### src/pce_pkg.sv
// package: constants, rate codes and puncture tables for the encoder
package pce_pkg;

    // connection vectors, msb is the current bit, lsb the oldest
    localparam logic [6:0] PCE_FIRST_CONNECTION_VECTOR  = 7'h79;
    localparam logic [6:0] PCE_SECOND_CONNECTION_VECTOR = 7'h5B;
    localparam int         PCE_HIST_BITS                = 6;

    // octet framing
    localparam logic [3:0]  PCE_OCTET_BITS   = 4'h8;
    localparam logic [15:0] PCE_FRAME_OCTETS = 16'h0100;

    // soft symbol width offered to a decoder loopback
    localparam int         PCE_SOFT_BITS = 3;
    localparam logic [2:0] PCE_SOFT_ONE  = 3'h7;
    localparam logic [2:0] PCE_SOFT_ZERO = 3'h0;

    // reset values
    localparam logic [2:0] PCE_COL_RESET = 3'h0;

    typedef enum logic [2:0] {
        PCE_R12 = 3'h0,
        PCE_R23 = 3'h1,
        PCE_R34 = 3'h2,
        PCE_R56 = 3'h3,
        PCE_R78 = 3'h4
    } pce_rate_type;

    // gray codes along idle -> first -> second
    typedef enum logic [1:0] {
        PCE_ST_IDLE   = 2'h0,
        PCE_ST_FIRST  = 2'h1,
        PCE_ST_SECOND = 2'h3
    } pce_state_type;

    // puncture masks, bit n is column n, 1 = sent
    localparam logic [6:0] PCE_M1_R12 = 7'h01;
    localparam logic [6:0] PCE_M2_R12 = 7'h01;
    localparam logic [6:0] PCE_M1_R23 = 7'h01;
    localparam logic [6:0] PCE_M2_R23 = 7'h03;
    localparam logic [6:0] PCE_M1_R34 = 7'h05;
    localparam logic [6:0] PCE_M2_R34 = 7'h03;
    localparam logic [6:0] PCE_M1_R56 = 7'h15;
    localparam logic [6:0] PCE_M2_R56 = 7'h0B;
    localparam logic [6:0] PCE_M1_R78 = 7'h51;
    localparam logic [6:0] PCE_M2_R78 = 7'h2F;

    localparam logic [2:0] PCE_P_R12 = 3'h1;
    localparam logic [2:0] PCE_P_R23 = 3'h2;
    localparam logic [2:0] PCE_P_R34 = 3'h3;
    localparam logic [2:0] PCE_P_R56 = 3'h5;
    localparam logic [2:0] PCE_P_R78 = 3'h7;

    function automatic logic [2:0] pce_period(input pce_rate_type r);
        unique case (r)
            PCE_R23: pce_period = PCE_P_R23;
            PCE_R34: pce_period = PCE_P_R34;
            PCE_R56: pce_period = PCE_P_R56;
            PCE_R78: pce_period = PCE_P_R78;
            default: pce_period = PCE_P_R12;
        endcase
    endfunction

    function automatic logic [6:0] pce_mask1(input pce_rate_type r);
        unique case (r)
            PCE_R23: pce_mask1 = PCE_M1_R23;
            PCE_R34: pce_mask1 = PCE_M1_R34;
            PCE_R56: pce_mask1 = PCE_M1_R56;
            PCE_R78: pce_mask1 = PCE_M1_R78;
            default: pce_mask1 = PCE_M1_R12;
        endcase
    endfunction

    function automatic logic [6:0] pce_mask2(input pce_rate_type r);
        unique case (r)
            PCE_R23: pce_mask2 = PCE_M2_R23;
            PCE_R34: pce_mask2 = PCE_M2_R34;
            PCE_R56: pce_mask2 = PCE_M2_R56;
            PCE_R78: pce_mask2 = PCE_M2_R78;
            default: pce_mask2 = PCE_M2_R12;
        endcase
    endfunction

endpackage

### src/pce_enc_if.sv
// interface: bit feed and branch symbols between control and encoder core
`timescale 1ns/1ps
interface pce_enc_if;
    logic bit_in;
    logic advance;
    logic c1;
    logic c2;
    modport core (input bit_in, input advance, output c1, output c2);
    modport user (output bit_in, output advance, input c1, input c2);
endinterface

### src/pce_top.sv
// module: punctured convolutional encoder with octet feed and mark decode
`timescale 1ns/1ps
// Summary of operation
// RQ1 - rate one half, seven bit constraint
// RQ2 - generators 171 and 133 octal
// RQ3 - invert second branch at rate one half; rate codes 5 to 7 run the rate one half masks without inversion
// RQ4 - first branch symbol before second each bit
// RQ5 - upstream attaches sync marker before encoding
// RQ6 - one punctured rate selectable, same code
// RQ7 - no inversion when punctured
// RQ8 - puncture masks for 2/3, 3/4, 5/6
// RQ9 - rate 7/8 mask, eight symbols per seven
// RQ10 - fixed frames in, gap-free symbols out
// RQ11 - receive path delivers recovered bits upstream
// RQ12 - data randomized before coding unless waived; no randomizer here, octets are encoded as received
// RQ13 - frame check field when no outer code
// RQ14 - soft symbols of three bits for decoder
// RQ15 - mark encoding before the encoder
// RQ16 - mark decoding after the decoder
// RQ17 - fields enter msb first
// RQ18 - reset clears history, commutator, period
// RQ19 - rate changes only from idle
module pce_top
    import pce_pkg::*;
(
    // clock and reset
    input  wire logic       clk,
    input  wire logic       rst,
    // configuration
    input  wire logic [2:0] rate_sel,
    input  wire logic       diff_en,
    // upstream frame octets
    input  wire logic [7:0] frame_octet,
    input  wire logic       octet_valid,
    output logic            octet_ready,
    output logic            frame_end,
    // symbol stream to the modulator
    output logic            sym_out,
    output logic            sym_valid,
    output logic [2:0]      sym_soft,
    output logic            underrun,
    // decoded bits from the decoder back to the framer
    input  wire logic       dec_bit,
    input  wire logic       dec_valid,
    output logic            lvl_bit,
    output logic            lvl_valid
);

    pce_enc_if eif ();

    pce_enc_core u_core (
        .clk (clk),
        .rst (rst),
        .eif (eif)
    );

    pce_state_type state_reg;
    pce_state_type state_next;
    pce_rate_type  rate_reg;
    pce_rate_type  rate_next;
    logic          diff_reg;
    logic          diff_next;
    logic [2:0]    col_reg;
    logic [2:0]    col_next;
    logic          sym_reg;
    logic          sym_next;
    logic          symv_reg;
    logic          symv_next;
    logic [2:0]    soft_reg;
    logic [2:0]    soft_next;
    logic          under_reg;
    logic          under_next;
    logic          br_reg;
    logic          br_next;
    logic          raw_reg;
    logic          raw_next;
    logic [2:0]    cole_reg;
    logic [2:0]    cole_next;
    logic          adv;
    logic          bit_avail;
    logic          cur_bit;
    logic          c2_out;
    logic          m1;
    logic          m2;
    // serializer state
    logic [7:0]    sh_reg;
    logic [7:0]    sh_next;
    logic [3:0]    bits_reg;
    logic [3:0]    bits_next;
    logic [7:0]    buf_reg;
    logic [7:0]    buf_next;
    logic          bf_reg;
    logic          bf_next;
    logic          ready_reg;
    logic          ready_next;
    logic          mark_reg;
    logic          mark_next;
    logic [15:0]   oct_reg;
    logic [15:0]   oct_next;
    logic          fend_reg;
    logic          fend_next;
    logic          take;
    // receive side state
    logic          prev_dec_reg;
    logic          prev_dec_next;
    logic          lvl_reg;
    logic          lvl_next;
    logic          lvlv_reg;
    logic          lvlv_next;
    // bit presented to the core; marker and check field arrive as ordinary octets
    always_comb begin
        bit_avail = bits_reg != 4'h0;
        cur_bit = diff_reg ? (sh_reg[7] ^ mark_reg) : sh_reg[7]; // RQ12 RQ15 RQ17
        eif.bit_in = cur_bit;
        eif.advance = adv;
        c2_out = (rate_reg == PCE_R12) ? ~eif.c2 : eif.c2; // RQ3 RQ7
        m1 = |(pce_mask1(rate_reg) & (7'h01 << col_reg)); // RQ8 RQ9
        m2 = |(pce_mask2(rate_reg) & (7'h01 << col_reg)); // RQ8 RQ9
    end

    // commutator and puncture sequencing
    always_comb begin
        state_next = state_reg;
        rate_next = rate_reg;
        diff_next = diff_reg;
        col_next = col_reg;
        sym_next = sym_reg;
        symv_next = 1'b0;
        under_next = 1'b0;
        br_next = br_reg;
        raw_next = raw_reg;
        cole_next = col_reg;
        adv = 1'b0;
        unique case (state_reg)
            PCE_ST_IDLE: begin
                // only a fresh period may pick up a new rate
                if (col_reg == PCE_COL_RESET) begin
                    rate_next = pce_rate_type'(rate_sel); // RQ6 RQ19
                    diff_next = diff_en;
                end
                if (bit_avail) begin
                    state_next = PCE_ST_FIRST;
                end
            end
            PCE_ST_FIRST: begin
                if (!bit_avail) begin
                    state_next = PCE_ST_IDLE;
                    under_next = 1'b1;
                end else if (m1) begin
                    sym_next = eif.c1; // RQ4
                    raw_next = eif.c1;
                    br_next = 1'b0;
                    symv_next = 1'b1;
                    if (m2) begin
                        state_next = PCE_ST_SECOND;
                    end else begin
                        adv = 1'b1;
                    end
                end else begin
                    sym_next = c2_out;
                    raw_next = eif.c2;
                    br_next = 1'b1;
                    symv_next = 1'b1;
                    adv = 1'b1;
                end
            end
            PCE_ST_SECOND: begin
                sym_next = c2_out; // RQ4
                raw_next = eif.c2;
                br_next = 1'b1;
                symv_next = 1'b1;
                adv = 1'b1;
                state_next = PCE_ST_FIRST;
            end
        endcase
        if (adv) begin
            col_next = (col_reg == pce_period(rate_reg) - 3'h1) ? PCE_COL_RESET
                                                                 : col_reg + 3'h1;
        end
        // hard symbol mapped to full scale for a soft decoder loopback
        soft_next = sym_next ? PCE_SOFT_ONE : PCE_SOFT_ZERO; // RQ14
    end

    always_ff @(posedge clk or posedge rst) begin
        if (rst) begin
            state_reg <= PCE_ST_IDLE; // RQ18
            rate_reg  <= PCE_R12;
            diff_reg  <= 1'b0;
            col_reg   <= PCE_COL_RESET; // RQ18
            sym_reg   <= 1'b0;
            symv_reg  <= 1'b0;
            soft_reg  <= PCE_SOFT_ZERO;
            under_reg <= 1'b0;
            br_reg    <= 1'b0;
            raw_reg   <= 1'b0;
            cole_reg  <= PCE_COL_RESET;
        end else begin
            state_reg <= state_next;
            rate_reg  <= rate_next;
            diff_reg  <= diff_next;
            col_reg   <= col_next;
            sym_reg   <= sym_next;
            symv_reg  <= symv_next;
            soft_reg  <= soft_next;
            under_reg <= under_next;
            br_reg    <= br_next;
            raw_reg   <= raw_next;
            cole_reg  <= cole_next;
        end
    end

    // octet feed: a holding octet lets the next one wait so bits do not gap while the framer keeps pace
    always_comb begin
        take = octet_valid && ready_reg; // RQ10
        sh_next = sh_reg;
        bits_next = bits_reg;
        buf_next = buf_reg;
        bf_next = bf_reg;
        mark_next = mark_reg;
        oct_next = oct_reg;
        fend_next = 1'b0;
        if (adv) begin
            sh_next = {sh_reg[6:0], 1'b0}; // RQ17
            bits_next = bits_reg - 4'h1;
            mark_next = cur_bit; // RQ15
        end
        if (bits_next == 4'h0 && bf_reg) begin
            sh_next = buf_reg;
            bits_next = PCE_OCTET_BITS;
            bf_next = 1'b0;
        end
        if (take) begin
            buf_next = frame_octet;
            bf_next = 1'b1;
            // frames are a fixed number of octets; marker and check field included
            fend_next = oct_reg == PCE_FRAME_OCTETS - 16'h0001; // RQ5 RQ13
            oct_next = fend_next ? 16'h0000 : oct_reg + 16'h0001;
        end
        ready_next = !bf_next;
    end

    always_ff @(posedge clk or posedge rst) begin
        if (rst) begin
            sh_reg    <= 8'h00;
            bits_reg  <= 4'h0;
            buf_reg   <= 8'h00;
            bf_reg    <= 1'b0;
            ready_reg <= 1'b0;
            mark_reg  <= 1'b0;
            oct_reg   <= 16'h0000;
            fend_reg  <= 1'b0;
        end else begin
            sh_reg    <= sh_next;
            bits_reg  <= bits_next;
            buf_reg   <= buf_next;
            bf_reg    <= bf_next;
            ready_reg <= ready_next;
            mark_reg  <= mark_next;
            oct_reg   <= oct_next;
            fend_reg  <= fend_next;
        end
    end

    // receive side: mark to level on the decoder output, not on symbols
    always_comb begin
        prev_dec_next = prev_dec_reg;
        lvl_next = lvl_reg;
        lvlv_next = dec_valid; // RQ11
        if (dec_valid) begin
            lvl_next = diff_reg ? (dec_bit ^ prev_dec_reg) : dec_bit; // RQ16
            prev_dec_next = dec_bit;
        end
    end

    always_ff @(posedge clk or posedge rst) begin
        if (rst) begin
            prev_dec_reg <= 1'b0;
            lvl_reg      <= 1'b0;
            lvlv_reg     <= 1'b0;
        end else begin
            prev_dec_reg <= prev_dec_next;
            lvl_reg      <= lvl_next;
            lvlv_reg     <= lvlv_next;
        end
    end

    assign octet_ready = ready_reg;
    assign frame_end   = fend_reg;
    assign sym_out     = sym_reg;
    assign sym_valid   = symv_reg;
    assign sym_soft    = soft_reg;
    assign underrun    = under_reg;
    assign lvl_bit     = lvl_reg;
    assign lvl_valid   = lvlv_reg;
endmodule

### src/pce_enc_core.sv
// module: constraint-length 7 history register and the two generator sums
`timescale 1ns/1ps
module pce_enc_core
    import pce_pkg::*;
(
    // clock and reset
    input  wire logic clk,
    input  wire logic rst,
    // bit feed and symbols
    pce_enc_if.core   eif
);

    logic [PCE_HIST_BITS-1:0] hist_reg;
    logic [PCE_HIST_BITS-1:0] hist_next;
    logic [6:0]               window;

    always_comb begin
        window = {eif.bit_in, hist_reg};
        eif.c1 = ^(window & PCE_FIRST_CONNECTION_VECTOR); // RQ2
        eif.c2 = ^(window & PCE_SECOND_CONNECTION_VECTOR); // RQ2
        hist_next = hist_reg;
        if (eif.advance) begin
            hist_next = window[6:1]; // RQ1
        end
    end

    always_ff @(posedge clk or posedge rst) begin
        if (rst) begin
            hist_reg <= '0; // RQ18
        end else begin
            hist_reg <= hist_next;
        end
    end
endmodule

### config.mk
export PLATFORM = sky130hd
export DESIGN_NAME = pce_top
export DESIGN_NICKNAME = d
export VERILOG_FILES = /design/src/pce_pkg.sv /design/src/pce_enc_if.sv /design/src/pce_top.sv /design/src/pce_enc_core.sv
export SDC_FILE = /design/constraint.sdc
export NUM_CORES = 1
export LEC_CHECK = 0
export CAP_MARGIN = 20
export CORE_MARGIN = 4
export CORE_UTILIZATION = 40
export CTS_CLUSTER_DIAMETER = 50
export DETAILED_ROUTE_END_ITERATION = 8
export DONT_BUFFER_PORTS = 1
export REMOVE_ABC_BUFFERS = 1
export SLEW_MARGIN = 20
export SYNTH_ARGS = -nofsm -noshare
export SYNTH_HDL_FRONTEND = slang
export SYNTH_SLANG_ARGS = --single-unit
export TNS_END_PERCENT = 1
### constraint.sdc
create_clock -name clk -period 2.9 [get_ports clk]
set_input_delay 0.58 -clock clk [delete_from_list [all_inputs] [get_ports clk]]
set_output_delay 0.58 -clock clk [all_outputs]
set_load 0.02 [all_outputs]
== Yosys cells after proc, flatten, opt, wreduce, memory -nomap -nowiden ==
Cells that the tools add are included.

* Equal/unequal tests: 11
* Reductions and logical operators: 16
* Shifts and indexed selects: 1
* Mux-type cells: 33
* Add/subtract/negate cells: 4
* Bitwise operators: 5

{| class="wikitable"
|+ Operators by type and width
! kind !! count
|-
| one-hot mux 7 bit (3 select lines) || 1
|-
| one-hot mux 6 bit (3 select lines) || 1
|-
| adder 16 x 1 -> 16 bit, second input constant || 1
|-
| equality test 16 x 8 -> 1 bit, second input constant || 1
|-
| 2-to-1 mux 16 bit || 1
|-
| 2-to-1 mux 8 bit || 2
|-
| bitwise AND 7 bit || 2
|-
| 2-to-1 mux 1 bit || 14
|-
| OR reduction 7 bit || 2
|-
| parity 7 bit || 2
|-
| one-hot mux 3 bit (4 select lines) || 1
|-
| 2-to-1 mux 3 bit || 3
|-
| 2-to-1 mux 2 bit || 4
|-
| 2-to-1 mux 4 bit || 2
|-
| left shift 1 x 3 -> 7 bit, first input constant || 1
|-
| equality test 3 x 2 -> 1 bit, second input constant || 2
|-
| zero test 3 bit || 2
|-
| inequality test 3 bit, second input constant || 2
|-
| one-hot mux 1 bit (2 select lines) || 3
|-
| one-hot mux 2 bit (3 select lines) || 1
|-
| zero test 4 bit || 1
|-
| nonzero test 4 bit || 1
|-
| subtractor 4 x 1 -> 4 bit, second input constant || 1
|-
| adder 3 x 1 -> 3 bit, second input constant || 1
|-
| 16 further kinds || 18
|}

* Input port bits: 17
* Bits in registers: 64

== Depth between registers and ports, before layout ==
Gate-level depths: netlist of the first run.

* Depth in word-level cells: 15
* Mapped depth: 11
* Mapped depth without buffers: 10

== Modules after synthesis ==
Synthesis of the first run repeated with hierarchy kept, for this count alone.

* Cell total of the unflattened synthesis: 303
* Area, all modules: 3080.5 um^2

{| class="wikitable"
|+ Modules (own cells, without submodules)
! module !! cells an instance !! area an instance (um^2) !! seq. area each (um^2) !! times used
|-
| pce_top || 283 || 2781.4 || 1376.3 || 1
|-
| pce_enc_core || 20 || 299.0 || 150.1 || 1
|}

== Worst setup path before layout of the first run ==
OpenSTA, ideal clock, no wires.

* Kind: register to register
* Start point: register col_reg[0]
* End point: register sh_reg[1]
* Stages on the path, launching flop included: 9
* Slack: 589 ps
* Clock period less this slack: 2311 ps
* Arrival time: 2186 ps
* Required time: 2775 ps
* Setup time: 125 ps
* Cell sequence: dfrtp_1 > inv_1 > ha_1 > a21o_1 > a22o_1 > o31ai_4 > nor4_2 > nor3_4 > mux2_2

* Longest elaborated chain between the ends: 11
* Elaborated cells on any way between the ends: 14
* Those cells by class: shift (1); mux (6); bitwise (2); reduce/logical (5)

{| class="wikitable"
|+ RTL lines
! element !! line !! source
|-
| start, declared || pce_top.sv:63 || <nowiki>logic [2:0] col_reg;</nowiki>
|-
| start signal, assigned || pce_top.sv:201 || <nowiki>col_reg <= col_next;</nowiki>
|-
| left shift 1 x 3 -> 7 bit * || pce_top.sv:117, pce_top.sv:118 ||
|-
| bitwise AND 7 bit || pce_top.sv:118 || <nowiki>m2 = |(pce_mask2(rate_reg) & (7'h01 << col_reg));</nowiki>
|-
| OR reduction 7 bit || pce_top.sv:118 ||
|-
| 2-to-1 mux 1 bit || pce_top.sv:154 || <nowiki>if (m2) begin</nowiki>
|-
| 2-to-1 mux 1 bit * || pce_top.sv:149 || <nowiki>end else if (m1) begin</nowiki>
|-
| 2-to-1 mux 1 bit * || pce_top.sv:146 || <nowiki>if (!bit_avail) begin</nowiki>
|-
| one-hot mux 1 bit (2 select lines) * || pce_top.sv:134 || <nowiki>unique case (state_reg)</nowiki>
|-
| 2-to-1 mux 4 bit || pce_top.sv:222 || <nowiki>if (adv) begin</nowiki>
|-
| zero test 4 bit || pce_top.sv:227 || <nowiki>if (bits_next == 4'h0 && bf_reg) begin</nowiki>
|-
| logical AND 1 bit || pce_top.sv:227 ||
|-
| 2-to-1 mux 8 bit or nonzero test 2 bit (tied branches) || -- ||
|-
| end signal, assigned || pce_top.sv:253 || <nowiki>sh_reg <= sh_next;</nowiki>
|-
| end, declared || pce_top.sv:86 || <nowiki>logic [7:0] sh_reg;</nowiki>
|}

Every way passes the cells marked *; elsewhere a longest branch is shown, timed or not.
A chain may end at the register's enable or synchronous reset.

== Worst setup path after layout of the first run ==
* Start point: register col_reg[0]
* End point: register sh_reg[5]

Same word-level chain as after synthesis.

==> metrics.md, run 1 <==
| Metric | Value |
|---|---|
| Crit-path max FO | 18 |
| CP Capture Type | flip-flop |
| H-tree depth | 3 |
| Final core utilization | 45.2% |
| Antenna violations before repair | 0 |
| Skew-Pair Late Insertion Delay | 0.34 ns |
| Critical path class | reg -> reg |
| Longest Clk Path Bufs | 2 |
| RSZ-0062 raised after global routing | false |
| Initial Util | 41.5% |
| Slowest stage delay, CP | 0.48 ns |
| First-pass GRT wire length | 9.49 mm |
| CTS tree | done |
| FF-to-FF Start | col_reg[0] |
| Crit start category | flip-flop |
| PortBufs | 0 |
| Fin. max-slew vios | 0 |
| Worst path depth | 8 |
| Post-layout nets | 312 |
| # IOs | 27 |
| Worst EP arrival | 2.86 ns |
| Synth top area cells | dfrtp_1, mux2_2, nand2_1 |
| Peak Freq | 0.380 GHz |
| Diode count | 0 |
| Routed WL | 5.21 mm |
| GPL Wtd Cong | 0.759 |
| Slew headroom | 46.5% |
| Post-Syn Area | 3040 µm² |
| DR WL/cell | 13.3 µm |
| Fillers | 694 |
| Final hold slack | 0.128 ns |
| Minimum clock period | 2.63 ns |
| HP Class | in -> async |
| Mapped Cells | 285 |
| Synth top area share | 49.4% |
| Total setup buffers inserted after CTS | 0 |
| Largest register FFs | 16 |
| Die Y | 95.2 µm |
| Area growth from synthesis to layout | 9.02% |
| Die ar. | 9060 µm² |
| ANT nets after route | 0 |
| Clk slew on worst S/H paths | 0.07 ns |
| Top post-synthesis cells by count | dfrtp_1, nand2_1, mux2_2 |
| CTS Hold Bufs | 0 |
| CTS sink cnt | 60 |
| Vias/cell | 5.01 |
| Horiz. Die Dim | 95.2 µm |
| R2R setup slack | 0.27 ns |
| Async SR Flop Fraction | 100% |
| Worst Path Buf+Inv | 1 |
| Top cell by count, worst path | mux2_2 |
| First drt pass iteration count | 4 |
| Pin count of the biggest net entering global routing | 42 |
| Leak | 0.00150 µW |
| Slowest-stage cell, CP | o21ai_4 |
| Area occupied by multi-input gates | 1410 µm² |
| DRC | 0 |
| Share of the yosys chip area belonging to registers | 49.4% |
| Maximum Capacitance Violations | 0 |
| Slew @ Worst Pin | 0.795 ns |
| PostCTS Resize Cnt | 0 |
| Total grt overflow | 0 |
| Ys Warns | 0 |
| Fin. Hold Viols | 0 |
| Layout cells sized above 1 | 17.5% |
| Via count | 1,960 |
| Root buf cell | clkbuf_8 |
| Detailed placer's ending HPWL | 3.64 mm |
| Iter 0 DRT Violations | 93 |
| FF+latch count, synth | 60 |
| Most frequent cell after synthesis | dfrtp_1 |
| Worst Path Required | 3.13 ns |
| Area of the core | 7330 µm² |
| Clock Skew | 0.0113 ns |
| Syn avg cell area | 10.7 µm² |
| Total GRT Usage | 13.6% |
| Vias in the first global route | 2,091 |
| Run status | finished clean |
| Critical path's top delay family | compound AO/OA/AOI/OAI gates |
| Post-synth EDFFs | 0 |
| Top FF cell, synth | dfrtp_1 |
| R2r endpoint | sh_reg[5] |
| Distinct cell type count after synthesis | 47 |
| Setup Viol. Count Final | 0 |
| # rows | 31 |
| Register area | 1500 µm² |
| Final worst-path cycle share | 90.8% |
| R2R depth | 8 |
| Maximum vdd drop | 0.473 mV |
| Critical path, cell by cell | inv_1 > ha_1 > nor4bb_1 > o21ai_0 > o2111a_2 > o21ai_4 > mux2_2 > mux2_2 |
| Power per standard cell area | 1110 nW/µm² |
| Yosys top cell by area | dfrtp_1 |
| Crit path to | sh_reg[5] |
| CP Launch Point | col_reg[0] |
| Setup_tns | 0 ns |
| Num CTS Buffers | 9 |
routing by layer:
metal / routed length (µm) / track usage, % / up-vias
li1: - / - / 976
met1: 2520 / 16.9 / 946
met3: 195 / 5.29 / 8
met2: 2400 / 20.9 / 30
met4: 97 / 6.01 / 0
met5: 0 / 0 / -
layout by cell type, fill, tap and decap left out, drive strengths merged, types with 6 or more instances in the layout:
cell type,n
nand2,43
xor2,8
o21ai,14
nor3,8
mux2,25
inv,14
clkbuf,9
dfrtp,60
ha,8
xnor2,17
nor2,14
a21oi,6
nand3,13
layout make-up:
class	count	area share [%]
clock buffers	9	3.74
inverters	13	1.47
repair buffers	3	1.06
well taps	99	3.74
multi-input cells	200	42.4
flip-flops and latches	60	45.3
clock inverters	7	2.27
worst min path at each step:
stage	endpoint	cells after the start	slack (ns)	from
after global routing	oct_reg[5]	1	0.14	rst
after floorplan	buf_reg[1]	2	0.44	buf_reg[1]
after CTS	oct_reg[4]	1	0.13	rst
after global placement	buf_reg[3]	2	0.46	buf_reg[3]
final	oct_reg[15]	1	0.13	rst
after detailed placement	buf_reg[3]	2	0.47	buf_reg[3]
metrics by stage:
stage	instance area, µm²	worst slack, ns	total power (µW)	cells
floorplan	2960	0.414	2630	273
global placement	3110	0.340	2920	375
detailed placement	3110	0.279	2960	375
CTS	3310	0.258	3730	391
global route	3310	0.0421	4000	391
finish	3310	0.268	3670	391
where the power goes:
part	switching, µW	leakage, µW	total, µW	internal (µW)
clock network	348	0.0000918	747	399
registers	340	0.000764	1460	1120
logic	727	0.000646	1470	739
logic make-up (layout without fill, tap and decap cells):
logic type | count (synthesis) | in the layout | share of synthesized area, %
DFF | 60 | 60 | 49.4
adders and majority gates | 8 | 8 | 3.29
AOI/OAI and AO/OA | 37 | 37 | 8.81
muxes | 27 | 27 | 9.92
buffers and inverters | 25 | 32 | 4.36
and+or+nand+nor | 103 | 103 | 17.0
xor gates and xnor gates | 25 | 25 | 7.20
Power figures use the tool's default switching activity.
==> run 2: changes to the inputs <==
--- a/config.mk
+++ b/config.mk
@@ -12,6 +12,7 @@
 export DETAILED_ROUTE_END_ITERATION = 8
 export DONT_BUFFER_PORTS = 1
 export REMOVE_ABC_BUFFERS = 1
+export SETUP_SLACK_MARGIN = 0.4
 export SLEW_MARGIN = 20
 export SYNTH_ARGS = -nofsm -noshare
 export SYNTH_HDL_FRONTEND = slang
==> metrics.md, run 2 (synthesis results as in run 1) <==
| Metric | Value |
|---|---|
| Run status | finished clean (unchanged) |
| Maximum Capacitance Violations | 0 (unchanged) |
| FF-to-FF Start | col_reg[0] (unchanged) |
| Leak | 0.00155 µW (was 0.00150 µW) |
| Largest register FFs | 16 (unchanged) |
| Vias/cell | 5.01 (about the same) |
| Worst Path Required | 3.12 ns (was 3.13 ns) |
| Pin count of the biggest net entering global routing | 42 (unchanged) |
| Detailed placer's ending HPWL | 3.64 mm (unchanged) |
| Comb pwr share | 43.5% (was 39.9%) |
| Area growth from synthesis to layout | 13.0% (was 9.02%) |
| Power per standard cell area | 1140 nW/µm² (was 1110 nW/µm²) |
| R2R depth | 11 (was 8) |
| Met2 usage | 21.1% (was 20.9%) |
| Met1 Use GR | 16.9% (about the same) |
| Peak Freq | 0.401 GHz (was 0.380 GHz) |
| H-tree depth | 3 (unchanged) |
| GR Layer Usage met3 | 5.29% (unchanged) |
| Switching power | 1490 µW (was 1420 µW) |
| Initial Util | 41.5% (unchanged) |
| Design Area, Final | 3430 µm² (was 3310 µm²) |
| Final core utilization | 46.8% (was 45.2%) |
| PortBufs | 0 (unchanged) |
| CTS Hold Bufs | 0 (unchanged) |
| HP Class | in -> async (unchanged) |
| Fin. max-slew vios | 0 (unchanged) |
| Setup_tns | 0 ns (unchanged) |
| Area after DPL | 3110 µm² (unchanged) |
| Maximum vdd drop | 0.474 mV (was 0.473 mV) |
| CP Capture Type | flip-flop (unchanged) |
| Routed WL | 5.38 mm (was 5.21 mm) |
| Critical path, cell by cell | inv_2 > ha_2 > a21o_1 > a22o_1 > o31ai_4 > buf_6 > o21ai_4 > buf_12 > buf_4 > o21a_1 > a211o_1 (was inv_1 > ha_1 > nor4bb_1 > o21ai_0 > o2111a_2 > o21ai_4 > mux2_2 > mux2_2) |
| Clock Skew | 0.0102 ns (was 0.0113 ns) |
| CTS tree | done (unchanged) |
| Critical path class | reg -> reg (unchanged) |
| RSZ-0062 raised after global routing | true (was false) |
| Total GRT Usage | 13.7% (was 13.6%) |
| CTS sink cnt | 60 (unchanged) |
| ANT nets after route | 0 (unchanged) |
| Commonest non-fill, non-tap cell in the layout | dfrtp_1 (unchanged) |
| Area of the core | 7330 µm² (unchanged) |
| First drt pass iteration count | 4 (unchanged) |
| Antenna violations before repair | 0 (unchanged) |
| Crit-path max FO | 13 (was 18) |
| Die Y | 95.2 µm (unchanged) |
| Skew-Pair Late Insertion Delay | 0.34 ns (about the same) |
| Minimum clock period | 2.49 ns (was 2.63 ns) |
| Setup Viol. Count Final | 0 (unchanged) |
| Most frequent cells in the layout | dfrtp_1, nand2_1, mux2_2 (unchanged) |
| Slowest-stage cell, CP | dfrtp_1 (was o21ai_4) |
| Diode count | 0 (unchanged) |
| Total grt overflow | 0 (unchanged) |
| Horiz. Die Dim | 95.2 µm (unchanged) |
| Die ar. | 9060 µm² (unchanged) |
| # IOs | 27 (unchanged) |
| Vias in the first global route | 2,103 (was 2,091) |
| Clock network power share | 19.1% (was 20.3%) |
| Most used routing layer | met2 (unchanged) |
| Fin. Hold Viols | 0 (unchanged) |
| GPL Wtd Cong | 0.759 (unchanged) |
| DR WL/cell | 13.5 µm (was 13.3 µm) |
| Final hold slack | 0.129 ns (was 0.128 ns) |
| Crit start category | flip-flop (unchanged) |
| Num CTS Buffers | 9 (unchanged) |
| # rows | 31 (unchanged) |
| Layout cells sized above 1 | 21.3% (was 17.5%) |
| Register share of total power | 37.4% (was 39.7%) |
| First-pass GRT wire length | 9.54 mm (was 9.49 mm) |
| Root buf cell | clkbuf_8 (unchanged) |
| Slowest stage delay, CP | 0.44 ns (was 0.48 ns) |
| DRC | 0 (unchanged) |
| Final worst-path cycle share | 85.9% (was 90.8%) |
| Post-layout nets | 320 (was 312) |
| Slew @ Worst Pin | 0.789 ns (was 0.795 ns) |
| Slew headroom | 46.9% (was 46.5%) |
| Total internal power | 2430 µW (was 2260 µW) |
| R2R setup slack | 0.41 ns (was 0.27 ns) |
| Total Power | 3910 µW (was 3670 µW) |
| R2r endpoint | bits_reg[3] (was sh_reg[5]) |
| Longest Clk Path Bufs | 2 (unchanged) |
| Clk slew on worst S/H paths | 0.07 ns (about the same) |
| Via count | 1,999 (was 1,960) |
| Worst EP arrival | 2.72 ns (was 2.86 ns) |
| Switching Fraction | 38.0% (was 38.5%) |
| Iter 0 DRT Violations | 97 (was 93) |
==> run 2: worst max path at each step <==
stage | start | endpoint | slack, ns | cells past startpoint
floorplan | col_reg[1] | sh_reg[1] | 0.41 | 8
global placement | col_reg[0] | sh_reg[3] | 0.34 | 8
detailed placement | col_reg[0] | sh_reg[5] | 0.28 | 8
CTS | col_reg[0] | bits_reg[3] | 0.39 | 10
global route | col_reg[0] | bits_reg[3] | 0.34 | 11
finish | col_reg[0] | bits_reg[3] | 0.41 | 11
==> run 2: cell type report <==
class	instances	area, µm²
tap	99	124
timing repair buffer	11	124
inverter	13	48.8
multi-input combinational	200	1440
sequential	60	1500
fill	682	3900
clock inverter	7	75.1
clock buffer	9	124
==> run 2: timing repair <==
item | CTS | global route
resized for setup | 0 | 9
pin swaps | 2 | 3
endpoints found under the hold margin | 0 | 0
buffers inserted | 3 | 5
setup endpoints to repair | 10 | 13
==> run 2: per-stage QoR <==
step | instances | setup WS, ns
final | 399 | 0.409
after detailed placement | 375 | 0.279
after global routing | 399 | 0.337
after floorplan | 273 | 0.414
after CTS | 394 | 0.389
after global placement | 375 | 0.340
==> run 2: power by group through the flow <==
stage	Sequential, µW	Combinational [µW]	Clock [µW]
global route	1520	1910	823
global placement	1470	1450	0
CTS	1460	1590	777
detailed placement	1480	1480	0
finish	1460	1700	748
floorplan	1400	1230	0
==> run 2: layer usage <==
layer / vias to the layer above / routed length, µm
li1: 990 / -
met1: 966 / 2530
met2: 37 / 2570
met3: 6 / 218
met4: 0 / 64
met5: - / 0
==> run 2: worst max-delay path, delay by kind of cell (launching register included) <==
kind | cells | cell delay [ns]
fa+ha+maj | 1 | 0.20
buf+inv | 4 | 0.58
compound gates | 6 | 1.16
flops | 1 | 0.44
